--- config.mk ---
export PLATFORM = sky130hd
export DESIGN_NAME = pwmoc_output_control
export DESIGN_NICKNAME = d
export VERILOG_FILES = /design/src/design/pwmoc_pkg.sv /design/src/design/pwmoc_channel.sv /design/src/design/pwmoc_output_control.sv
export SDC_FILE = /design/constraint.sdc
export NUM_CORES = 1
export LEC_CHECK = 0
export BUFFER_PORTS_ARGS = -buffer_cell sky130_fd_sc_hd__buf_2
export CELL_PAD_IN_SITES_DETAIL_PLACEMENT = 1
export CELL_PAD_IN_SITES_GLOBAL_PLACEMENT = 2
export CORE_MARGIN = 2
export CORE_UTILIZATION = 37
export DETAILED_ROUTE_END_ITERATION = 16
export PLACE_DENSITY = 0.83
export SLEW_MARGIN = 25
export SYNTH_ARGS = -nofsm -noshare
export SYNTH_HDL_FRONTEND = slang
export SYNTH_SLANG_ARGS = --single-unit
--- constraint.sdc ---
create_clock -name ref_clk_in -period 4.05 [get_ports ref_clk_in]
set_clock_uncertainty 0.1 [all_clocks]
set_input_delay 0.2025 -clock ref_clk_in [delete_from_list [all_inputs] [get_ports ref_clk_in]]
set_output_delay 0.2025 -clock ref_clk_in [all_outputs]
set_load 0.03 [all_outputs]
--- src/design/pwmoc_pkg.sv ---
// Purpose: Shared constants and state types for the counter-array PWM output block
// Assumes: Special-function register bus with page and 8-bit address
// Notes:   Pin indices name the physical port pins the block can drive
package pwmoc_pkg;
  // Register addresses and pages
  localparam logic [7:0] OUTPUT_EN_ADDR  = 8'hF1;
  localparam logic [7:0] AUX_ADDR        = 8'hA4;
  localparam logic [3:0] UPPER_EN_PAGE   = 4'h4;
  localparam logic [3:0] ROUTING_PAGE    = 4'h2;
  // Reset values
  localparam logic [7:0] OUTPUT_EN_RST   = 8'h99;
  localparam logic [3:0] UPPER_EN_RST    = 4'hC;   // Bits 7..4 of the auxiliary register
  localparam logic [7:0] ROUTING_RST     = 8'h00;
  // Field positions in pwm_output_enable
  localparam int MAIN0_BIT   = 0;
  localparam int CLONE0A_BIT = 1;
  localparam int CLONE0B_BIT = 2;
  localparam int MAIN1_BIT   = 3;
  localparam int MAIN2_BIT   = 4;
  localparam int CLONE2A_BIT = 5;
  localparam int CLONE2B_BIT = 6;
  localparam int MAIN3_BIT   = 7;
  // Field positions in upper_output_enable_aux, stored as bits 7..4 shifted down by 4
  localparam int MAIN5_BIT   = 3;
  localparam int MAIN4_BIT   = 2;
  localparam int CLKOUT_BIT  = 1;
  localparam int UPPER_LSB   = 4;
  // Field positions in counter_routing_select
  localparam int CH4_SEL_BIT    = 7;
  localparam int CH2_SEL_BIT    = 6;
  localparam int CLONE2_SEL_BIT = 5;
  localparam int CLONE0_SEL_BIT = 4;
  localparam int ODD_SEL_BIT    = 3;
  localparam int EVEN_SEL_BIT   = 2;
  localparam int EXT_CNT_SEL_BIT = 1;
  localparam int CKO_SEL_BIT    = 0;
  // Physical pin indices
  localparam int PIN_P20 = 0;
  localparam int PIN_P21 = 1;
  localparam int PIN_P22 = 2;
  localparam int PIN_P24 = 3;
  localparam int PIN_P26 = 4;
  localparam int PIN_P30 = 5;
  localparam int PIN_P31 = 6;
  localparam int PIN_P33 = 7;
  localparam int PIN_P34 = 8;
  localparam int PIN_P35 = 9;
  localparam int PIN_P40 = 10;
  localparam int PIN_P41 = 11;
  localparam int PIN_P47 = 12;
  localparam int PIN_P60 = 13;
  localparam int PIN_P61 = 14;
  localparam int PIN_MOD1 = 15;
  localparam int PIN_N   = 16;
  localparam int NMOD    = 6;
  // Resolution codes
  localparam logic [1:0] RES_8  = 2'h0;
  localparam logic [1:0] RES_10 = 2'h1;
  localparam logic [1:0] RES_12 = 2'h2;
  localparam logic [1:0] RES_16 = 2'h3;
  localparam logic [15:0] FULL_COUNT = 16'hFFFF;

  typedef struct packed {
    logic [16:0] act;       // Active extended compare value
    logic        eq_prev;   // Compare equality one cycle ago
  } pwmoc_chan_s;

  typedef struct packed {
    logic [7:0]       out_en;
    logic [3:0]       upper_en;
    logic [7:0]       routing;
    logic [2:0]       pair_q;
    logic [NMOD-1:0]  tog;
    logic             clk_div;
    logic [PIN_N-1:0] drv;
    logic [PIN_N-1:0] oe;
    logic             cap2;
    logic             cap4;
    logic             ext_cnt;
    logic [7:0]       rdata;
  } pwmoc_top_s;
endpackage : pwmoc_pkg

--- src/design/pwmoc_channel.sv ---
// Purpose: One module's resolution-selectable PWM comparator with optional buffering
// Assumes: Counter advances in the cycle that cnt_tick_in is high
// Notes:   Level and match are combinational from the channel state and inputs
`timescale 1ns/100ps
`default_nettype none
module pwmoc_channel (
  input  wire logic        ref_clk_in,
  input  wire logic        nrst_in,
  input  wire logic [15:0] cnt_in,
  input  wire logic        cnt_tick_in,
  input  wire logic [16:0] cmp_in,
  input  wire logic [1:0]  res_in,
  input  wire logic        buffered_in,
  output logic             level_out,
  output logic             match_out
);
  import pwmoc_pkg::*;

  pwmoc_chan_s st_reg;
  pwmoc_chan_s st_next;
  logic [15:0] mask;
  logic [16:0] ext_bit;
  logic [16:0] cnt_m;
  logic [16:0] stage_m;
  logic [16:0] act_use;
  logic        ovf;
  logic        eq;

  // Width mask and extension bit position per resolution code
  always_comb begin
    unique case (res_in)
      RES_8:   begin mask = 16'h00FF; ext_bit = 17'h00100; end
      RES_10:  begin mask = 16'h03FF; ext_bit = 17'h00400; end
      RES_12:  begin mask = 16'h0FFF; ext_bit = 17'h01000; end
      RES_16:  begin mask = 16'hFFFF; ext_bit = 17'h10000; end
    endcase
  end

  // Extended compare and counter values, counter's extension always zero
  assign cnt_m   = {1'b0, cnt_in & mask};
  assign stage_m = {1'b0, cmp_in[15:0] & mask} | (cmp_in[16] ? ext_bit : 17'h00000);
  // Overflow when the selected low bits wrap from all ones
  assign ovf     = cnt_tick_in && ((cnt_in & mask) == mask);
  // Unbuffered uses each written byte at once; buffered uses the held copy
  assign act_use = buffered_in ? st_reg.act : stage_m;
  assign level_out = cnt_m >= act_use;
  assign eq        = cnt_m[15:0] == act_use[15:0];
  // One pulse per arrival at the compare point, selected resolution
  assign match_out = eq && !st_reg.eq_prev;

  // Buffered: reload the held copy only at overflow so a duty change lands whole; unbuffered reloads every cycle
  always_comb begin
    st_next         = st_reg;
    st_next.eq_prev = eq;
    if (!buffered_in || ovf) begin
      st_next.act = stage_m;
    end
  end

  always_ff @(posedge ref_clk_in or negedge nrst_in) begin
    if (!nrst_in) begin
      st_reg <= '0;
    end else begin
      st_reg <= st_next;
    end
  end

  AST_BUF_HOLD: assert property (@(posedge ref_clk_in) disable iff (!nrst_in)
    buffered_in && !ovf ##1 buffered_in |-> st_reg.act == $past(st_reg.act))
    else $error("buffered compare changed outside overflow");
endmodule : pwmoc_channel
`default_nettype wire

--- src/design/pwmoc_output_control.sv ---
// Purpose: Output gating, inversion, pairing, cloning, clock output and pin routing
// Assumes: Counter, compare bytes and per-module mode bits live outside this block
// Notes:   Pin outputs and read data are registered, one cycle behind their causes
// Notes on behaviour
// - Unbuffered compare uses each byte immediately
// - Buffered variant applies duty change whole
// - Compare-toggle uses selected-resolution match
// - Compare-toggle works at all four resolutions
// - Paired: even starts, odd ends cycle
// - Separate enable per module pair
// - Pins 1,3,4,5 port I/O or PWM
// - Invert bit chooses normal or inverted level
// - Main enable gates pin; resets to one
// - Modules 0,2 have clones, reset disabled
// - Modules 4,5 enables on page four
// - Clock output runs at half overflow rate
// - Module 4 capture from pin or comparator
// - Module 2 capture from pin or oscillator
// - Module 2 clones P4.0/P4.1 or P3.4/P3.5
// - Module 0 clones P2.0/P2.1 or P6.0/P6.1
// - Modules 3,5 at P3.4/P3.5 or P2.0/P2.1
// - Modules 0,2,4 at P2.x or P3.x
// - External count input P1.3 or P1.6
// - Clock output at P4.7 or P3.3
// - Resolution codes give 8/10/12/16 overflow
// - Output low below compare, else high
`timescale 1ns/100ps
`default_nettype none
module pwmoc_output_control (
  input  wire logic                           ref_clk_in,
  input  wire logic                           nrst_in,
  input  wire logic [7:0]                     sfr_addr_in,
  input  wire logic [3:0]                     sfr_page_in,
  input  wire logic                           sfr_wr_in,
  input  wire logic                           sfr_rd_in,
  input  wire logic [7:0]                     sfr_wdata_in,
  input  wire logic [15:0]                    cnt_in,
  input  wire logic                           cnt_tick_in,
  input  wire logic [pwmoc_pkg::NMOD-1:0][16:0] cmp_in,
  input  wire logic [pwmoc_pkg::NMOD-1:0][1:0]  resolution_select_in,
  input  wire logic [pwmoc_pkg::NMOD-1:0]     output_invert_in,
  input  wire logic [pwmoc_pkg::NMOD-1:0]     pwm_mode_in,
  input  wire logic [pwmoc_pkg::NMOD-1:0]     compare_toggle_on_pwm_match_in,
  input  wire logic [pwmoc_pkg::NMOD-1:0]     buffered_in,
  input  wire logic [2:0]                     pair_enable_in,
  input  wire logic [pwmoc_pkg::PIN_N-1:0]    pin_in,
  input  wire logic                           p13_in,
  input  wire logic                           p16_in,
  input  wire logic                           analog_compare_out_in,
  input  wire logic                           low_speed_osc_clock_in,
  output logic [pwmoc_pkg::PIN_N-1:0]         pin_drv_out,
  output logic [pwmoc_pkg::PIN_N-1:0]         pin_oe_out,
  output logic                                cap2_out,
  output logic                                cap4_out,
  output logic                                ext_count_input_out,
  output logic [7:0]                          sfr_rdata_out
);
  import pwmoc_pkg::*;

  pwmoc_top_s      st_reg;
  pwmoc_top_s      st_next;
  logic [NMOD-1:0] level;
  logic [NMOD-1:0] match;
  logic [NMOD-1:0] paired;
  logic [NMOD-1:0] out_lvl;
  logic [NMOD-1:0] main_en;
  logic [NMOD-1:0] main_drive;
  logic            hit_en;
  logic            hit_upper;
  logic            hit_route;
  logic            base_ovf;

  // Per-module comparators; a pair always runs buffered
  genvar gi;
  generate
    for (gi = 0; gi < NMOD; gi++) begin : g_chan
      assign paired[gi] = pair_enable_in[gi / 2];
      pwmoc_channel u_chan (
        .ref_clk_in  (ref_clk_in),
        .nrst_in     (nrst_in),
        .cnt_in      (cnt_in),
        .cnt_tick_in (cnt_tick_in),
        .cmp_in      (cmp_in[gi]),
        .res_in      (resolution_select_in[gi]),
        .buffered_in (buffered_in[gi] | paired[gi]),
        .level_out   (level[gi]),
        .match_out   (match[gi])
      );
    end
  endgenerate

  // Register decode; the shared address is split by page
  assign hit_en    = sfr_addr_in == OUTPUT_EN_ADDR;
  assign hit_upper = (sfr_addr_in == AUX_ADDR) && (sfr_page_in == UPPER_EN_PAGE);
  assign hit_route = (sfr_addr_in == AUX_ADDR) && (sfr_page_in == ROUTING_PAGE);
  // Base counter overflow for the divided clock output
  assign base_ovf  = cnt_tick_in && (cnt_in == FULL_COUNT);

  // Main enables gathered across the two registers
  assign main_en = {st_reg.upper_en[MAIN5_BIT], st_reg.upper_en[MAIN4_BIT],
                    st_reg.out_en[MAIN3_BIT], st_reg.out_en[MAIN2_BIT],
                    st_reg.out_en[MAIN1_BIT], st_reg.out_en[MAIN0_BIT]};

  // Module output level before pin routing
  generate
    for (gi = 0; gi < NMOD; gi++) begin : g_lvl
      logic raw;
      // Even pair member in compare-toggle mode shows the shared set/clear flop
      assign raw = !compare_toggle_on_pwm_match_in[gi] ? level[gi] :
                   ((gi % 2 == 0) && paired[gi]) ? st_reg.pair_q[gi / 2] : st_reg.tog[gi];
      assign out_lvl[gi] = raw ^ output_invert_in[gi];
      // Odd pair member hands its pin back to port I/O
      assign main_drive[gi] = pwm_mode_in[gi] && main_en[gi] && !((gi % 2 == 1) && paired[gi]);
    end
  endgenerate

  // Next-state logic for registers, toggles, routing and inputs
  always_comb begin
    st_next = st_reg;
    st_next.rdata = 8'h00;
    st_next.drv   = '0;
    st_next.oe    = '0;

    // Register writes; low nibble of the upper register is write-only and not kept
    if (sfr_wr_in && hit_en) begin
      st_next.out_en = sfr_wdata_in;
    end
    if (sfr_wr_in && hit_upper) begin
      st_next.upper_en = sfr_wdata_in[7:UPPER_LSB];
    end
    if (sfr_wr_in && hit_route) begin
      st_next.routing = sfr_wdata_in;
    end

    // Read data; unmapped addresses answer zero
    if (sfr_rd_in) begin
      if (hit_en) begin
        st_next.rdata = st_reg.out_en;
      end else if (hit_upper) begin
        st_next.rdata = {st_reg.upper_en, 4'h0};
      end else if (hit_route) begin
        st_next.rdata = st_reg.routing;
      end
    end

    // Unpaired compare-toggle: flip on each match of the chosen width
    for (int i = 0; i < NMOD; i++) begin
      if (compare_toggle_on_pwm_match_in[i] && match[i]) begin
        st_next.tog[i] = !st_reg.tog[i];
      end
    end

    // Paired: odd match clears, even match sets; set wins if both land together
    for (int p = 0; p < 3; p++) begin
      if (!pair_enable_in[p]) begin
        st_next.pair_q[p] = 1'b0;
      end else if (match[2 * p]) begin
        st_next.pair_q[p] = 1'b1;
      end else if (match[2 * p + 1]) begin
        st_next.pair_q[p] = 1'b0;
      end
    end

    // Divided clock toggles on every base overflow, so half that rate
    if (!st_reg.upper_en[CLKOUT_BIT]) begin
      st_next.clk_div = 1'b0;
    end else if (base_ovf) begin
      st_next.clk_div = !st_reg.clk_div;
    end

    // Lowest priority first: clock out, then clones, then the main pins
    if (st_reg.upper_en[CLKOUT_BIT]) begin
      if (st_reg.routing[CKO_SEL_BIT]) begin
        st_next.drv[PIN_P33] = st_reg.clk_div;
        st_next.oe[PIN_P33]  = 1'b1;
      end else begin
        st_next.drv[PIN_P47] = st_reg.clk_div;
        st_next.oe[PIN_P47]  = 1'b1;
      end
    end

    // Module 0 clones, each with its own enable
    if (st_reg.out_en[CLONE0A_BIT] && pwm_mode_in[0]) begin
      if (st_reg.routing[CLONE0_SEL_BIT]) begin
        st_next.drv[PIN_P60] = out_lvl[0];
        st_next.oe[PIN_P60]  = 1'b1;
      end else begin
        st_next.drv[PIN_P20] = out_lvl[0];
        st_next.oe[PIN_P20]  = 1'b1;
      end
    end
    if (st_reg.out_en[CLONE0B_BIT] && pwm_mode_in[0]) begin
      if (st_reg.routing[CLONE0_SEL_BIT]) begin
        st_next.drv[PIN_P61] = out_lvl[0];
        st_next.oe[PIN_P61]  = 1'b1;
      end else begin
        st_next.drv[PIN_P21] = out_lvl[0];
        st_next.oe[PIN_P21]  = 1'b1;
      end
    end

    // Module 2 clones
    if (st_reg.out_en[CLONE2A_BIT] && pwm_mode_in[2]) begin
      if (st_reg.routing[CLONE2_SEL_BIT]) begin
        st_next.drv[PIN_P34] = out_lvl[2];
        st_next.oe[PIN_P34]  = 1'b1;
      end else begin
        st_next.drv[PIN_P40] = out_lvl[2];
        st_next.oe[PIN_P40]  = 1'b1;
      end
    end
    if (st_reg.out_en[CLONE2B_BIT] && pwm_mode_in[2]) begin
      if (st_reg.routing[CLONE2_SEL_BIT]) begin
        st_next.drv[PIN_P35] = out_lvl[2];
        st_next.oe[PIN_P35]  = 1'b1;
      end else begin
        st_next.drv[PIN_P41] = out_lvl[2];
        st_next.oe[PIN_P41]  = 1'b1;
      end
    end

    // Main pins of the even modules
    if (main_drive[0]) begin
      st_next.drv[st_reg.routing[EVEN_SEL_BIT] ? PIN_P30 : PIN_P22] = out_lvl[0];
      st_next.oe[st_reg.routing[EVEN_SEL_BIT] ? PIN_P30 : PIN_P22]  = 1'b1;
    end
    if (main_drive[2]) begin
      st_next.drv[st_reg.routing[EVEN_SEL_BIT] ? PIN_P31 : PIN_P24] = out_lvl[2];
      st_next.oe[st_reg.routing[EVEN_SEL_BIT] ? PIN_P31 : PIN_P24]  = 1'b1;
    end
    if (main_drive[4]) begin
      st_next.drv[st_reg.routing[EVEN_SEL_BIT] ? PIN_P33 : PIN_P26] = out_lvl[4];
      st_next.oe[st_reg.routing[EVEN_SEL_BIT] ? PIN_P33 : PIN_P26]  = 1'b1;
    end
    // Main pins of the odd modules; module 1 has a fixed pin
    if (main_drive[1]) begin
      st_next.drv[PIN_MOD1] = out_lvl[1];
      st_next.oe[PIN_MOD1]  = 1'b1;
    end
    if (main_drive[3]) begin
      st_next.drv[st_reg.routing[ODD_SEL_BIT] ? PIN_P20 : PIN_P34] = out_lvl[3];
      st_next.oe[st_reg.routing[ODD_SEL_BIT] ? PIN_P20 : PIN_P34]  = 1'b1;
    end
    if (main_drive[5]) begin
      st_next.drv[st_reg.routing[ODD_SEL_BIT] ? PIN_P21 : PIN_P35] = out_lvl[5];
      st_next.oe[st_reg.routing[ODD_SEL_BIT] ? PIN_P21 : PIN_P35]  = 1'b1;
    end

    // Input sources; capture pins follow the even-group pin selection, the count input has its own select bit
    st_next.cap4 = st_reg.routing[CH4_SEL_BIT] ? analog_compare_out_in :
                   pin_in[st_reg.routing[EVEN_SEL_BIT] ? PIN_P33 : PIN_P26];
    st_next.cap2 = st_reg.routing[CH2_SEL_BIT] ? low_speed_osc_clock_in :
                   pin_in[st_reg.routing[EVEN_SEL_BIT] ? PIN_P31 : PIN_P24];
    st_next.ext_cnt = st_reg.routing[EXT_CNT_SEL_BIT] ? p16_in : p13_in;
  end

  // State register; enables take their documented reset values
  always_ff @(posedge ref_clk_in or negedge nrst_in) begin
    if (!nrst_in) begin
      st_reg          <= '0;
      st_reg.out_en   <= OUTPUT_EN_RST;
      st_reg.upper_en <= UPPER_EN_RST;
      st_reg.routing  <= ROUTING_RST;
    end else begin
      st_reg <= st_next;
    end
  end

  // Every output straight from the state register
  assign pin_drv_out         = st_reg.drv;
  assign pin_oe_out          = st_reg.oe;
  assign cap2_out            = st_reg.cap2;
  assign cap4_out            = st_reg.cap4;
  assign ext_count_input_out = st_reg.ext_cnt;
  assign sfr_rdata_out       = st_reg.rdata;

  AST_MAIN0_GATE: assert property (@(posedge ref_clk_in) disable iff (!nrst_in)
    !st_reg.out_en[MAIN0_BIT] && !st_reg.routing[EVEN_SEL_BIT] |=> !pin_oe_out[PIN_P22])
    else $error("module 0 pin driven while disabled");
  AST_INVERT: assert property (@(posedge ref_clk_in) disable iff (!nrst_in)
    main_drive[0] && !st_reg.routing[EVEN_SEL_BIT] && !compare_toggle_on_pwm_match_in[0]
    |=> pin_drv_out[PIN_P22] == $past(level[0] ^ output_invert_in[0]))
    else $error("module 0 pin level wrong");
  AST_CLKOUT_OFF: assert property (@(posedge ref_clk_in) disable iff (!nrst_in)
    !st_reg.upper_en[CLKOUT_BIT] || st_reg.routing[CKO_SEL_BIT] |=> !pin_oe_out[PIN_P47])
    else $error("clock output on P4.7 unexpectedly");
  AST_CLK_TOGGLE: assert property (@(posedge ref_clk_in) disable iff (!nrst_in)
    st_reg.upper_en[CLKOUT_BIT] && base_ovf ##1 st_reg.upper_en[CLKOUT_BIT]
    |-> st_reg.clk_div != $past(st_reg.clk_div))
    else $error("divided clock missed an overflow");
  AST_CLONE0_SEL: assert property (@(posedge ref_clk_in) disable iff (!nrst_in)
    st_reg.out_en[CLONE0A_BIT] && pwm_mode_in[0] && st_reg.routing[CLONE0_SEL_BIT]
    |=> pin_oe_out[PIN_P60])
    else $error("module 0 clone A not on P6.0");
  AST_CLONE2_SEL: assert property (@(posedge ref_clk_in) disable iff (!nrst_in)
    st_reg.out_en[CLONE2A_BIT] && pwm_mode_in[2] && !st_reg.routing[CLONE2_SEL_BIT]
    |=> pin_oe_out[PIN_P40] && pin_drv_out[PIN_P40] == $past(out_lvl[2]))
    else $error("module 2 clone A not on P4.0");
  AST_CAP4_SRC: assert property (@(posedge ref_clk_in) disable iff (!nrst_in)
    st_reg.routing[CH4_SEL_BIT] |=> cap4_out == $past(analog_compare_out_in))
    else $error("module 4 capture source wrong");
  AST_CAP2_SRC: assert property (@(posedge ref_clk_in) disable iff (!nrst_in)
    st_reg.routing[CH2_SEL_BIT] |=> cap2_out == $past(low_speed_osc_clock_in))
    else $error("module 2 capture source wrong");
  AST_EXT_CNT_SEL: assert property (@(posedge ref_clk_in) disable iff (!nrst_in)
    !st_reg.routing[EXT_CNT_SEL_BIT] |=> ext_count_input_out == $past(p13_in))
    else $error("count input not from P1.3");
  AST_PAIR_SET: assert property (@(posedge ref_clk_in) disable iff (!nrst_in)
    pair_enable_in[0] && match[0] |=> st_reg.pair_q[0])
    else $error("even match did not set pair output");
  AST_PAIR_CLR: assert property (@(posedge ref_clk_in) disable iff (!nrst_in)
    pair_enable_in[0] && match[1] && !match[0] |=> !st_reg.pair_q[0])
    else $error("odd match did not clear pair output");
endmodule : pwmoc_output_control
`default_nettype wire

==> results.yml, run 1 <==
clock_network:
  cts_resized: 0
  worstSkewPairLatency_ns: 0.46
  post_cts_buffers: 0
  numCtsBuffers: 17
  cts_tree: "built"
  cts.sinks: 181
  clockBufferDepth: 2
  path_clk_slew_ns: 0.08
  cts_max_level: 4
  cts-root-buf: "clkbuf_16"
yosys:
  syn_area_sq_um: 11660
  synth-edff-count: 0
  avgSynthCellArea_sq_um: 9.951
  synth_compound_area_share_pct: 10.83
  yosysSeqAreaShare_pct: 38.90
  synth_nets: 1476
  ys.flop_type: "dfrtp_1"
  synthAdderAreaFrac_pct: 10.94
  yosys.area_share.simple_pct: 18.36
  synthCells: 1172
  synthMuxAreaShare_pct: 14.38
  ys_warn_count: 0
  synth_top_family_by_area: "simple AND/OR/NAND/NOR gates"
  synth_seq_cells: 181
  synth-async-reset-ratio_pct: 100.0
  yosysUniqueCellTypes: 63
  synthXorXnorAreaFrac_pct: 0.7510
sta:
  min_period_ns: 3.397
  hold_violations: 0
  slew_headroom_pct: 31.95
  rsz0062_at_grt: "false"
  setup_tns_ns: 0
  timing.fmax_mhz: 294.3
  fin_crit_sh_pct: 83.89
  worst_slack_ns: 0.6526
  tightest_slew_ns: 1.012
  slew_violations: 0
  setup_viol: 0
finish:
  drive_above_1_share_pct: 25.84
  largest_reg_flops: 108
  nNetsFinal: 1777
  nFillCells: 3566
  stdcell_area_sq_um: 14740
  stdcell_count: 1893
  areaGrowthSynthToFinish_pct: 26.37
floorplan:
  die_area_sq_um: 32960
  die_h_um: 181.5
  die_x_um: 181.5
  rows: 65
  io_pins: 245
  initial_core_util_pct: 37.25
  fp.coreArea_sq_um: 31310
place:
  io_buffers: 232
  dp_cells: 1733
  gp_congestion: 0.8184
  placed_area_sq_um: 12910
  pre_cts_ws_ns: 0.4706
  dp_hpwl_mm: 27.03
hold_path:
  hold_class: "in2reg"
route:
  drt_pass1_iterations: 8
  ant_nets: 0
  drtIter0Drc: 397
  wl_per_cell_um: 20.08
  wirelength_mm: 38.01
  via_count: 10110
  vias_per_cell: 5.339
  drc: 0
critical_path:
  cp_cell_sequence: "dlygate4sd3_1, buf_2, nor2_1, buf_4, mux2i_1, ha_1, nand4_1, nor3_1, a2111oi_0, buf_4, nor2_1, a221oi_1, nand2_1"
  worstPathMaxFanout: 8
  critPathTopFamily: "buffers and inverters"
  cp_slowest_cell: "dlygate4sd3_1"
  cp.required_ns: 4.28
  critPathMaxStageDelay_ns: 0.52
  crit_buf_inv: 4
  cp-end-kind: "flop"
  worstPathArrival_ns: 3.63
  crit_type: "in2reg"
  start_kind: "input pin"
power:
  p_per_area_nw_per_um2: 330.8
  power_mw: 4.875
  p_leak_nw: 7.148
  peakVddDrop_v: 0.0002923
global_routing:
  grtUsageTotal_pct: 23.63
  grt_max_degree: 84
  grt_pass1_wl_mm: 60.00
  grt_antenna_before_repair: 7
  grt_pass1_vias: 10880
  overflow: 0
job:
  maxCapViolCount: 0
status:
  run_status: "complete, no violations"
area by class of cell:
cell class	count	area (sq um)	share of cell area, %
clock inverter	15	157.7	1.070
antenna	5	12.51	0.08490
sequential	181	4537	30.78
timing repair buffer	367	2501	16.97
inverter	42	157.7	1.070
clock buffer	17	425.4	2.886
tap	402	503.0	3.413
multi-input combinational	864	6444	43.72
report_power, final:
part	total, mW	switching (mW)	internal [mW]	leakage, nW
registers	2.02	0.0743	1.95	2.33
clock network	1.70	0.873	0.827	0.278
logic	1.15	0.616	0.536	4.54
total	4.87	1.56	3.31	7.15
metrics by stage:
stage / hold slack [ns] / utilization, %
finish: 0.02885 / 47.07
global route: 0.03303 / 47.06
CTS: 0.01655 / 47.03
detailed placement: 0.2392 / 41.23
global placement: 0.2255 / 41.23
floorplan: -0.1931 / -
worst register-to-register path: stages, from the launching register on:
cell and delay (ns):
dfrtp_1 0.38, mux2i_1 0.13, ha_1 0.26, a211oi_1 0.22
o21bai_1 0.13, a2111oi_2 0.37, a2111oi_0 0.19, a221oi_1 0.51
xnor2_1 0.17, mux2_2 0.29
synth_stat cells (11+ instances only):
library cell | number | area (sq um)
nand3_1 | 48 | 240.2
dfrtp_1 | 175 | 4379
nor2_1 | 51 | 191.4
and3_1 | 61 | 381.6
nand2_1 | 74 | 277.8
inv_1 | 42 | 157.7
clkbuf_1 | 21 | 78.83
nor2b_1 | 42 | 262.8
buf_2 | 11 | 55.05
a21oi_1 | 67 | 335.3
nand4_1 | 22 | 137.6
mux2_2 | 84 | 945.9
nor3_1 | 15 | 75.07
and2_1 | 22 | 137.6
buf_4 | 43 | 322.8
o21ai_0 | 62 | 310.3
mux2i_1 | 73 | 730.7
a21o_1 | 14 | 105.1
ha_1 | 102 | 1276
path summary, 6_finish.rpt:
path                                            start  slack [ns]  cells past startpoint                           to
max in group asynchronous                     nrst_in        2.48                      3  g_chan[5].u_chan.st_reg[14]
min in group asynchronous                     nrst_in        0.26                      2               pin_drv_out[5]
min reg2reg                                st_reg[44]        0.37                      1                   st_reg[44]
min                                    pwm_mode_in[1]        0.03                      3               pin_oe_out[15]
max                                 pair_enable_in[2]        0.65                     13               pin_drv_out[7]
max reg2reg                g_chan[5].u_chan.st_reg[7]        1.19                      9               pin_drv_out[9]
logic make-up (layout without fill, tap and decap cells):
group | after synthesis | in the layout
compound gates | 203 | 203
xor+xnor | 10 | 10
fa+ha+maj | 102 | 102
buf+inv | 127 | 441
flops | 181 | 181
mux | 157 | 157
other cells | 0 | 5
simple gates | 392 | 392
routing by layer:
metal / part of all wire [%] / GRT usage (%) / vias to the layer above / routed length, um
met5: 0.058 / 0 / - / 22
met4: 2.4 / 7.805 / 4 / 905
met3: 4.2 / 4.172 / 57 / 1590
met2: 49 / 39.88 / 227 / 18460
met1: 45 / 30.70 / 5009 / 17030
li1: - / - / 4809 / -
repair_timing:
action                                  CTS  global route
endpoints found under the hold margin   234             0
endpoints found under the setup margin    0             0
hold buffers                            123             0
cell usage in the layout, fill, tap and decap left out, types with 48 or more instances in the layout:
cell and n:
a21oi_1 67, and3_1 61, buf_2 231, dfrtp_1 175, dlygate4sd3_1 123, ha_1 102, mux2_2 84, mux2i_1 73
nand2_1 74, nand3_1 48, nor2_1 51, o21ai_0 62
Note: power is estimated with default switching activity, not from simulation.
==> run 2: changes to the inputs <==
Settings changed: CORE_UTILIZATION 37 to 31, PLACE_DENSITY 0.83 to 0.74.
Clock period 4.05 ns to 2.9 ns, I/O delays scaled along.
==> run 2 against run 1 <==
Compared with the run above: clock power increased by 52%; combinational power grew 57%; routed wire length increased by 8.3%; critical endpoint is now pin_drv_out[15].
==> results.yml, run 2 (synthesized netlist as in run 1, its figures left out) <==
status:
  run_status: "complete, no violations"
clock_network:
  clockBufferDepth: 2
  cts_max_level: 4
  path_clk_slew_ns: 0.08
  cts.sinks: 181
  numCtsBuffers: 17
  cts-root-buf: "clkbuf_16"
  cts_tree: "built"
  worstSkewPairLatency_ns: 0.46
sta:
  slew_headroom_pct: 61.79
  worst_slack_ns: 0.1381
  fin_crit_sh_pct: 95.24
  tightest_slew_ns: 0.5732
  hold_violations: 0
  setup_viol: 0
  timing.fmax_mhz: 362.1
  rsz0062_at_grt: "true"
  holdWs_ns: 0.01318
  slew_violations: 0
  min_period_ns: 2.762
global_routing:
  grt_pass1_vias: 11460
  grt_antenna_before_repair: 4
  grt_max_degree: 76
  grt_pass1_wl_mm: 63.99
  overflow: 0
  grtUsageTotal_pct: 21.48
critical_path:
  rr_startpoint: "g_chan[2].u_chan.st_reg[2]"
  cp-end-kind: "flop"
  worst-r2r-setup-slack_ns: 0.22
  worstPathArrival_ns: 3.00
  worstPathMaxFanout: 4
  cp_slowest_cell: "dlygate4sd3_1"
  start_kind: "input pin"
  critPathTopFamily: "compound AO/OA/AOI/OAI gates"
  path_depth: 15
  crit_buf_inv: 4
  critPathMaxStageDelay_ns: 0.55
  crit_type: "in2reg"
  cp_cell_sequence: "buf_2, dlygate4sd3_1, buf_4, mux2i_1, nor2b_1, mux2i_1, ha_1, o21ai_0, o21ai_0, a2111oi_2, a21oi_1, o41ai_1, buf_4, xor2_1, nor3_1"
  cp.required_ns: 3.14
  regToRegEndpoint: "pin_drv_out[8]"
  r2r_cells: 9
hold_path:
  hold_class: "in2reg"
  holdPathStages: 3
  worstHoldStart: "pwm_mode_in[1]"
  worstHoldEndpoint: "pin_oe_out[15]"
finish:
  nFillCells: 4295
  stdcell_count: 2110
  areaGrowthSynthToFinish_pct: 36.23
  final_util_pct: 42.48
  mostFrequentLayoutCells: "buf_2, dfrtp_1, dlygate4sd3_1"
  regArea_sq_um: 4537
  largest_reg_flops: 108
  mostFrequentLayoutCell: "buf_2"
  multiInputGateArea_sq_um: 6490
  drive_above_1_share_pct: 30.80
  nNetsFinal: 1885
place:
  dp_hpwl_mm: 30.96
  pre_cts_ws_ns: -0.2569
  dp_cells: 1942
  io_buffers: 232
  gp_congestion: 0.8132
floorplan:
  initial_core_util_pct: 31.18
  die_h_um: 198.0
  rows: 71
  io_pins: 245
  die_x_um: 198.0
  fp.coreArea_sq_um: 37400
  die_area_sq_um: 39190
route:
  drtIter0Drc: 352
  via_count: 10460
  ant_nets: 0
  vias_per_cell: 4.955
  drt_pass1_iterations: 4
  wirelength_mm: 41.17
  wl_per_cell_um: 19.51
  drc: 0
power:
  peakVddDrop_v: 0.0004059
  power_mw: 7.213
  p_leak_nw: 7.732
  p_per_area_nw_per_um2: 454.0
job:
  maxCapViolCount: 0
==> run 2: tightest hold or removal path: cells and delay by family <==
family | cells | cell delay [ns]
buffers and inverters | 1 | 0.10
and+or+nand+nor | 2 | 0.29
==> run 2: per-stage QoR <==
step / TNS, ns / area [sq um]
floorplan: 0 / 11660
global placement: -1.604 / 13900
detailed placement: -2.217 / 13900
CTS: 0 / 15820
global route: -0.01545 / 15880
finish: 0 / 15890
==> run 2: worst max-delay path by stage <==
stage / startpoint / end / slack (ns)
after floorplan: pair_enable_in[1] / pin_drv_out[8] / 0.05
after global placement: pair_enable_in[2] / pin_drv_out[7] / -0.33
after detailed placement: pair_enable_in[2] / pin_drv_out[7] / -0.26
after CTS: cmp_in[33] / pin_drv_out[15] / 0.03
after global routing: cmp_in[33] / pin_drv_out[15] / -0.01
final: cmp_in[33] / pin_drv_out[15] / 0.14
==> run 2: layout make-up <==
type | instances | area share [%]
antenna | 5 | 0.07875
clock inverter | 13 | 1.166
sequential | 181 | 28.56
timing repair buffer | 475 | 21.61
multi-input combinational | 864 | 40.85
tap | 511 | 4.024
inverter | 42 | 0.9923
clock buffer | 19 | 2.725
==> run 2: power breakdown <==
group / total, mW / switching [mW] / leakage [nW] / internal (mW)
Sequential: 2.83 / 0.106 / 2.33 / 2.72
Combinational: 1.81 / 0.923 / 5.10 / 0.883
Clock: 2.58 / 1.19 / 0.303 / 1.39
Total: 7.21 / 2.22 / 7.73 / 5.00
==> run 2: metal layers <==
metal / up-vias / wire length (um) / track usage, %
li1: 5015 / - / -
met1: 5206 / 18960 / 28.31
met2: 196 / 19980 / 36.68
met3: 36 / 1590 / 3.304
met4: 2 / 630 / 5.625
met5: - / 13 / 0
==> run 2: timing repair <==
item	4_1_cts	5_1_grt
setup buffers	0	1
hold endpoints to repair	213	0
gates resized for setup	0	13
hold buffers	130	0
setup endpoints to repair	0	11
